$ cat src/rtl/pipe_pkg.sv
// Purpose: Constants and types for the four-phase fetch/execute pipeline.
// Assumes: 20 MHz core clock, one oscillator period per core clock.
// Notes:   Program memory depth is a plain default, not a part size.
package pipe_pkg;
	localparam int          PC_W        = 13;
	localparam int          INSN_W      = 14;
	localparam int          DATA_W      = 8;
	localparam int          FADDR_W     = 7;
	localparam int          STACK_DEPTH = 8;
	localparam int          SP_W        = 3;
	localparam int          INSN_COUNT  = 35;
	localparam int          PMEM_WORDS  = 2048;
	localparam logic [12:0] PMEM_MASK   = 13'h07FF;
	localparam logic [12:0] RESET_VEC   = 13'h0000;
	localparam logic [12:0] IRQ_VEC     = 13'h0004;
	localparam logic [13:0] NOP_WORD    = 14'h0000;
	localparam logic [1:0]  PH_ONE      = 2'h0;
	localparam logic [1:0]  PH_TWO      = 2'h1;
	localparam logic [1:0]  PH_THREE    = 2'h2;
	localparam logic [1:0]  PH_FOUR     = 2'h3;
	localparam int          PHASES      = 4;

	// Reduced set of operation classes the decoder separates
	typedef enum logic [2:0] {
		OP_NONE,
		OP_ALU,
		OP_JUMP,
		OP_CALL,
		OP_RETURN
	} op_class_t;
endpackage : pipe_pkg

$ cat src/rtl/phase_gen.sv
// Purpose: Divides the core clock by four into one-hot phase enables.
// Assumes: Synchronous active-low reset.
// Notes:   Phases restart at phase_one after reset.
`timescale 1ns/1ps
module phase_gen
	import pipe_pkg::*;
(
	// Clock and reset
	input  wire logic       core_clk,
	input  wire logic       rst_n,
	// Phase enables
	output logic [3:0]      phase_q
);
	logic [1:0] count_q;

	always_ff @(posedge core_clk) begin
		if (!rst_n) begin
			count_q <= PH_ONE;
		end else begin
			count_q <= count_q + 2'h1;
		end
	end

	// One-hot, so never two phases active at once
	always_ff @(posedge core_clk) begin
		if (!rst_n) begin
			phase_q <= 4'h0;
		end else begin
			phase_q <= 4'h1 << (count_q);
		end
	end

	property p_one_hot;
		@(posedge core_clk) disable iff (!rst_n)
		$past(rst_n) |-> $onehot(phase_q);
	endproperty
	a_one_hot: assert property (p_one_hot) else $error("phases not one-hot");

	property p_order;
		@(posedge core_clk) disable iff (!rst_n)
		phase_q[0] |=> phase_q[1] ##1 phase_q[2] ##1 phase_q[3] ##1 phase_q[0];
	endproperty
	a_order: assert property (p_order) else $error("phase order broken");
endmodule : phase_gen

$ cat src/rtl/fetch_exec_core.sv
// Purpose: Two-stage fetch/execute sequencer with four-phase timing.
// Assumes: Program memory answers combinationally on pmem_data; data file likewise.
// Notes:   Operation semantics beyond control flow are left to the data path.
`timescale 1ns/1ps
module fetch_exec_core
	import pipe_pkg::*;
(
	// Clock and reset
	input  wire logic                core_clk,
	input  wire logic                rst_n,
	// Program memory
	output logic [PC_W-1:0]          pmem_addr,
	input  wire logic [INSN_W-1:0]   pmem_data,
	// Data memory
	output logic [FADDR_W-1:0]       dmem_addr,
	output logic                     dmem_rd,
	input  wire logic [DATA_W-1:0]   dmem_rdata,
	output logic                     dmem_wr,
	output logic [DATA_W-1:0]        dmem_wdata,
	// Interrupt request from outside core
	input  wire logic                irq_req,
	// Status
	output logic [3:0]               phase,
	output logic                     retire,
	output logic                     illegal
);
	logic [3:0]         ph;
	logic [PC_W-1:0]    pc_q;
	logic [INSN_W-1:0]  exec_q;
	logic               exec_vld_q;
	logic [DATA_W-1:0]  operand_q;
	logic [PC_W-1:0]    stack_q [STACK_DEPTH];
	logic [SP_W-1:0]    sp_q;
	logic [1:0]         irq_sync_q;
	logic               irq_pend_q;
	logic [PC_W-1:0]    target;
	logic               redirect;
	op_class_t          cls;

	phase_gen u_phase (
		.core_clk (core_clk),
		.rst_n    (rst_n),
		.phase_q  (ph)
	);

	// Decoder for control-flow classes; every other word decodes as OP_ALU
	function automatic op_class_t decode(input logic [INSN_W-1:0] w);
		op_class_t c;
		c = OP_ALU;
		case (w[13:11])
			3'h4:    c = OP_CALL;
			3'h5:    c = OP_JUMP;
			default: c = OP_ALU;
		endcase
		if (w == 14'h0008) c = OP_RETURN;
		return c;
	endfunction : decode

	function automatic logic legal(input logic [INSN_W-1:0] w);
		return !(w[13:12] == 2'h0 && w[11:8] == 4'h0 && w[7] == 1'b0 &&
			w[6:0] != 7'h00 && w[6:0] != 7'h08 && w[6:0] != 7'h09 &&
			w[6:0] != 7'h62 && w[6:0] != 7'h63 && w[6:0] != 7'h64 &&
			w[6:5] == 2'h0 && w[4:0] != 5'h00);
	endfunction : legal

	always_comb begin
		cls      = exec_vld_q ? decode(exec_q) : OP_NONE;
		redirect = 1'b0;
		target   = pc_q;
		case (cls)
			OP_JUMP, OP_CALL: begin
				redirect = 1'b1;
				target   = {2'h0, exec_q[10:0]} & PMEM_MASK;
			end
			OP_RETURN: begin
				redirect = 1'b1;
				target   = stack_q[sp_q - SP_W'(1)];
			end
			default: begin
				redirect = 1'b0;
				target   = pc_q;
			end
		endcase
	end

	always_ff @(posedge core_clk) begin
		if (!rst_n) begin
			irq_sync_q <= 2'h0;
		end else begin
			irq_sync_q <= {irq_sync_q[0], irq_req};
		end
	end

	always_ff @(posedge core_clk) begin
		if (!rst_n) begin
			irq_pend_q <= 1'b0;
		end else if (irq_sync_q[1]) begin
			irq_pend_q <= 1'b1;
		end else if (ph[3] && !redirect) begin
			irq_pend_q <= 1'b0;
		end
	end

	// Program counter: increments on phase_one, redirect at phase_four
	always_ff @(posedge core_clk) begin
		if (!rst_n) begin
			pc_q <= RESET_VEC;
		end else if (ph[3] && redirect) begin
			pc_q <= target;
		end else if (ph[3] && irq_pend_q) begin
			pc_q <= IRQ_VEC;
		end else if (ph[0]) begin
			pc_q <= (pc_q + 13'h0001) & PMEM_MASK;
		end
	end

	always_ff @(posedge core_clk) begin
		if (!rst_n) begin
			pmem_addr <= RESET_VEC;
		end else if (ph[0]) begin
			pmem_addr <= pc_q & PMEM_MASK;
		end
	end

	// Instruction register captured at phase_four, executed next cycle
	always_ff @(posedge core_clk) begin
		if (!rst_n) begin
			exec_q     <= NOP_WORD;
			exec_vld_q <= 1'b0;
		end else if (ph[3]) begin
			exec_q     <= pmem_data;
			exec_vld_q <= !(redirect || irq_pend_q);
		end
	end

	always_ff @(posedge core_clk) begin
		if (!rst_n) begin
			sp_q <= '0;
		end else if (ph[3] && cls == OP_CALL) begin
			stack_q[sp_q] <= pmem_addr;
			sp_q          <= sp_q + SP_W'(1);
		end else if (ph[3] && cls == OP_RETURN) begin
			sp_q <= sp_q - SP_W'(1);
		end
	end

	// Data memory: read on phase_two, write on phase_four
	always_ff @(posedge core_clk) begin
		if (!rst_n) begin
			dmem_addr  <= '0;
			dmem_rd    <= 1'b0;
			dmem_wr    <= 1'b0;
			dmem_wdata <= '0;
			operand_q  <= '0;
		end else begin
			dmem_addr <= exec_q[FADDR_W-1:0];
			dmem_rd   <= ph[0] && cls == OP_ALU;
			dmem_wr   <= ph[2] && cls == OP_ALU && exec_q[7];
			if (dmem_rd) begin
				operand_q <= dmem_rdata;
			end
			if (ph[2]) begin
				dmem_wdata <= operand_q;
			end
		end
	end

	always_ff @(posedge core_clk) begin
		if (!rst_n) begin
			phase   <= 4'h0;
			retire  <= 1'b0;
			illegal <= 1'b0;
		end else begin
			// Next enable, so status lines up with the strobes
			phase   <= (ph == 4'h0) ? 4'h1 : {ph[2:0], ph[3]};
			retire  <= ph[3] && exec_vld_q;
			illegal <= ph[3] && exec_vld_q && !legal(exec_q);
		end
	end

	property p_read_phase;
		@(posedge core_clk) disable iff (!rst_n)
		dmem_rd |-> phase[1];
	endproperty
	a_read_phase: assert property (p_read_phase) else $error("read outside phase two");

	property p_write_phase;
		@(posedge core_clk) disable iff (!rst_n)
		dmem_wr |-> phase[3];
	endproperty
	a_write_phase: assert property (p_write_phase) else $error("write outside phase four");

	property p_pc_step;
		@(posedge core_clk) disable iff (!rst_n)
		ph[0] |=> pc_q == (($past(pc_q) + 13'h0001) & PMEM_MASK);
	endproperty
	a_pc_step: assert property (p_pc_step) else $error("pc did not step");

	property p_flush;
		@(posedge core_clk) disable iff (!rst_n)
		ph[3] && redirect |=> !exec_vld_q [*4];
	endproperty
	a_flush: assert property (p_flush) else $error("branch shadow executed");

	property p_retire_rate;
		@(posedge core_clk) disable iff (!rst_n)
		retire |=> !retire [*3];
	endproperty
	a_retire_rate: assert property (p_retire_rate) else $error("retire too often");

	property p_wrap;
		@(posedge core_clk) disable iff (!rst_n)
		(pc_q & ~PMEM_MASK) == 13'h0000;
	endproperty
	a_wrap: assert property (p_wrap) else $error("pc beyond memory");

	property p_first_exec;
		@(posedge core_clk)
		!rst_n |=> !exec_vld_q [*4];
	endproperty
	a_first_exec: assert property (p_first_exec) else $error("early execute");

	property p_capture;
		@(posedge core_clk) disable iff (!rst_n)
		ph[3] |=> exec_q == $past(pmem_data);
	endproperty
	a_capture: assert property (p_capture) else $error("fetch not captured");
endmodule : fetch_exec_core

$ cat config.mk
export PLATFORM = sky130hd
export DESIGN_NAME = fetch_exec_core
export DESIGN_NICKNAME = d
export VERILOG_FILES = /design/src/rtl/pipe_pkg.sv /design/src/rtl/phase_gen.sv /design/src/rtl/fetch_exec_core.sv
export SDC_FILE = /design/constraint.sdc
export NUM_CORES = 1
export LEC_CHECK = 0
export ABC_AREA = 1
export BUFFER_PORTS_ARGS = -buffer_cell sky130_fd_sc_hd__buf_4
export CAP_MARGIN = 20
export CORE_UTILIZATION = 40
export DETAILED_ROUTE_END_ITERATION = 8
export PLACE_DENSITY_LB_ADDON = 0.08
export SYNTH_ARGS = -nofsm -noshare
export SYNTH_HDL_FRONTEND = slang
export SYNTH_SLANG_ARGS = --single-unit
$ cat constraint.sdc
create_clock -name core_clk -period 2.7 [get_ports core_clk]
set_input_delay 0.135 -clock core_clk [delete_from_list [all_inputs] [get_ports core_clk]]
set_output_delay 0.135 -clock core_clk [all_outputs]
set_load 0.03 [all_outputs]
==> results.md <==
- The flow ran to the end, and the final reports show no timing, DRC or antenna violations.
- Along the worst path, the maximum fanout reaches 19.
- Synthesis produced 816 cells.
- For this run, design rule violations remaining after detail routing come to 0.
- For the worst setup path, the data arrival time is 2500 ps.
- The net switching power figure is 1.26 mW.
- For this run, the leading register cell type out of synthesis is sky130_fd_sc_hd__edfxtp_1.
- For this run, the register share of the synthesized area comes to 60.0%.
- Yosys mapped a number of flops with a built-in enable equal to 88.
- The root buffer cell chosen for the clock tree is sky130_fd_sc_hd__clkbuf_16.
- The minimum period implied by the final worst setup slack is 2130 ps.
- The required time of the critical path is 3070 ps.
- The initial antenna violation count is 0.
- Of the cells placed in the final design, the portion with a size suffix greater than 1 is 13.2%.
- For the pin with the worst max-slew slack, the measured transition is 875 ps.
- The fraction of synthesized cell area taken by the top area cell type is 37.4%.
- The post-route clock skew is 8.97 ps.
- The number of buffers added to fix hold violations after cts is 17.
- The number of cell rows is 48.
- The sequential cells in the finished layout cover a total of 4240 sq um.
- The first global-routing pass estimated 27.0 mm of wire.
- The detailed router placed 5387 vias in this run.
- Setup violations remaining at the end of the flow were counted as 0.
- The met2 usage in global routing is 31.9%.
- Dividing the detail-routed wire length by the instance count gives 14.8 um.
- The area of the core is 17300 sq um.
- Max-cap violations in this run came to 0.
- The tightest slew margin relative to the limit is 41.6%.
- Combinational logic burns 5.9% of the power.
- The number of synthesized register bits is 168.
- The total power is 5.56 mW.
- The total internal power is 4.30 mW.
- The number of levels the H-tree was split into is 4.
- Global routing used 19.5% of the available tracks.
- Yosys printed 0 warnings.
- The proportion of power drawn by the clock network is 43.2%.
- The type of element capturing the critical path is a flip-flop.
- The final weighted congestion of routability-driven global placement is 0.810.
- The critical path startpoint category is a flip-flop.
- The post-route fraction of the period consumed by the critical path is 79.0%.
- Ranked by total cell area, the synthesized netlist is headed by sky130_fd_sc_hd__edfxtp_1 37%, sky130_fd_sc_hd__dfxtp_1 23%, sky130_fd_sc_hd__nand2_1 12%.
- The cell total after placement is 1082.
- The final hold violation count is 0.
- The repair_antennas step left the layout with diodes totalling 0.
- The cell area that synthesis handed to floorplanning was 7070 sq um.
- The clock slew seen by the registers of the worst setup and hold paths is 70 ps.
- The commonest cells after synthesis are 235 x sky130_fd_sc_hd__nand2_1, 97 x sky130_fd_sc_hd__inv_1, 92 x sky130_fd_sc_hd__nor2_1.
- In this run the most used layer during global routing was met2.
- The die height is 135 um.
- Relative to the synthesized area, the layout overhead comes to 20.7%.
- Post-CTS repair changed the size of 0 cells.
- Entering global routing, the biggest net connects 65 pins.
- The cell type contributing the most total cell area after synthesis is sky130_fd_sc_hd__edfxtp_1.
- Setup repair after global routing left no endpoint under its margin.
- The worst setup slack after layout is 567 ps.
- In this run the count of I/O pins placed on the die edge is 61.
- The final max-slew violation count is 0.
- The violation count after the first detailed-routing iteration is 299.
- The routed design has 16.7 mm of wire.
- The most repeated cell in the gate-level netlist after synthesis is sky130_fd_sc_hd__nand2_1.
- The switching part of the total is 22.6%.
- The peak ir drop on the vdd network is 0.459 mV.
- TritonCTS built the clock tree.
- The maximum achievable frequency is 469 MHz.
- The horizontal die dimension is 135 um.
- The count of unique library cells instantiated by Yosys is 32.
- Using the TritonRoute via totals, the vias-per-cell ratio works out to 4.76.
- During placement, the flow inserted port buffers numbering 58.
- For the worst-skew pair, the clock arrives at the later sink with an insertion delay of 420 ps.
- The clock passes through at most 2 buffers.
- The number of nets with antenna violations after detailed routing is 0.
- The category of the critical setup timing path is flip-flop to flip-flop.
- The worst hold path belongs to the class input port to flip-flop.
- The number of sinks on the clock net is 168.
- The number of search-and-repair iterations in the first detailed-routing pass is 5.
- The filler cells instantiated in the layout total 1663.
- For this configuration, the core starts out at a cell density of 40.9%.
- In this run the power density over the cells is 651 nW/um^2.
- The buffer count from post-CTS setup fixing is 0.
- The static leakage power is 3.82 nW.
- OpenSTA, run right after detailed placement, puts the worst setup slack at 576 ps.
- The synthesized area per cell is 8.66 sq um.
- Global routing used 25.8% of the available met1 tracks.
- For met3 alone, demand over resource in global routing was 3.83%.
- Cells fill 49.3% of the core in the end.
- Summed over all failing endpoints, the final setup total negative slack is 0 ps.
- The die covers 18200 sq um.
- The number of global-route vias before repair was 5245.
- Counting flops with an async set or reset pin after synthesis yields a share of 0%.
- The area occupied by multi-input gates is 2260 sq um.
- Leaving out filler cells and counting taps, the final layout contains 1131.
- The total grt overflow is 0.
- Registers are responsible for 50.9% of the overall power.
- The half-perimeter wire length of the detailed placement result is 11.4 mm.
- In this run, CTS created clock tree buffers numbering 17.
- The count of nets after finishing is 921.
[layer usage]
metal,routed length (um),vias to the layer above,part of all wire [%]
met4,240,0,1.4
met2,7910,99,47
met3,604,18,3.6
li1,-,2763,-
met1,7990,2507,48
met5,0,-,0
[logic make-up after synthesis]
logic type	share of synthesized area, %
flip-flops	60.0
buffers and inverters	7.98
adder cells (fa/ha/maj)	0.531
XOR/XNOR	1.24
other	0.0531
AO/OA/AOI/OAI	7.49
AND/OR/NAND/NOR	22.7
[per-stage QoR]
stage	hold slack, ps	area [sq um]
2_1_floorplan	233	7070
3_3_place_gp	323	7760
3_5_place_dp	324	7760
4_1_cts	0.404	8530
5_1_grt	21.4	8530
6_report	16.9	8530
[sequential cells by signal, indices dropped and copies added, names as in the netlist, 3 cells and up]
name             flops
stack_q             88
u_phase.phase_q      4
dmem_addr            7
pc_q                11
phase                4
dmem_wdata           8
sp_q                 3
exec_q              14
operand_q            8
pmem_addr           11
[power groups by stage]
stage | logic, mW | registers (mW) | clock network, mW
3_5_place_dp | 0.312 | 2.89 | 0
4_1_cts | 0.333 | 2.83 | 2.45
6_report | 0.330 | 2.83 | 2.40
3_3_place_gp | 0.309 | 2.88 | 0
5_1_grt | 0.365 | 2.84 | 2.54
2_1_floorplan | 0.160 | 2.91 | 0
[final timing paths]
| check | from | endpoint | slack, ps | cells past startpoint |
|---|---|---|---|---|
| worst max-delay path | sp_q[1] | pc_q[5] | 570 | 14 |
| worst min-delay path | pmem_data[6] | exec_q[6] | 20 | 3 |
| worst max register to register | sp_q[1] | pc_q[5] | 570 | 14 |
| worst min register to register | irq_sync_q[0] | irq_sync_q[1] | 430 | 2 |
[cell type report]
type	count	share of cell area [%]
well taps	225	3.30
repair buffers	97	9.03
inverters	100	4.40
clock buffers	24	6.34
flip-flops and latches	168	49.8
multi-input cells	509	26.5
clock inverters	8	0.645
[cell usage in the layout (no fill, tap or decap)]
cell type / instances
sky130_fd_sc_hd__nor2_1: 92
sky130_fd_sc_hd__nand3_1: 32
sky130_fd_sc_hd__nand2_4: 2
sky130_fd_sc_hd__clkbuf_1: 2
sky130_fd_sc_hd__inv_4: 1
sky130_fd_sc_hd__nand2_1: 235
sky130_fd_sc_hd__dlygate4sd3_1: 17
sky130_fd_sc_hd__nor2_2: 2
sky130_fd_sc_hd__dfxtp_1: 80
sky130_fd_sc_hd__o22ai_1: 1
sky130_fd_sc_hd__a41oi_1: 1
sky130_fd_sc_hd__a211oi_1: 1
sky130_fd_sc_hd__o31ai_1: 1
sky130_fd_sc_hd__inv_6: 1
sky130_fd_sc_hd__clkinvlp_4: 1
sky130_fd_sc_hd__nand3_4: 1
sky130_fd_sc_hd__ha_1: 3
sky130_fd_sc_hd__inv_2: 3
sky130_fd_sc_hd__clkinv_2: 3
sky130_fd_sc_hd__nor4_1: 1
sky130_fd_sc_hd__edfxtp_1: 88
sky130_fd_sc_hd__buf_4: 80
sky130_fd_sc_hd__nand4_1: 14
sky130_fd_sc_hd__xnor2_1: 2
sky130_fd_sc_hd__a21oi_1: 30
sky130_fd_sc_hd__nor2_4: 1
sky130_fd_sc_hd__nor3_1: 10
sky130_fd_sc_hd__inv_1: 97
sky130_fd_sc_hd__clkbuf_4: 1
sky130_fd_sc_hd__clkbuf_16: 21
sky130_fd_sc_hd__o21ai_1: 1
sky130_fd_sc_hd__clkinv_4: 2
sky130_fd_sc_hd__or2_1: 1
sky130_fd_sc_hd__o21ai_0: 67
sky130_fd_sc_hd__conb_1: 2
sky130_fd_sc_hd__o21ai_2: 1
sky130_fd_sc_hd__xor2_1: 8
[worst max-delay path, stage by stage (launching register included)]
cell and delay [ps]:
sky130_fd_sc_hd__dfxtp_1 440, sky130_fd_sc_hd__inv_1 140, sky130_fd_sc_hd__ha_1 310, sky130_fd_sc_hd__inv_1 140, sky130_fd_sc_hd__buf_4 260, sky130_fd_sc_hd__o21ai_0 120, sky130_fd_sc_hd__o21ai_0 180, sky130_fd_sc_hd__nand2_1 70
sky130_fd_sc_hd__nand2_1 90, sky130_fd_sc_hd__nand2_1 50, sky130_fd_sc_hd__nand2_1 60, sky130_fd_sc_hd__nand2_1 50, sky130_fd_sc_hd__nand2_1 60, sky130_fd_sc_hd__inv_1 40, sky130_fd_sc_hd__nor2_1 70
(Power assumes the default switching activity.)
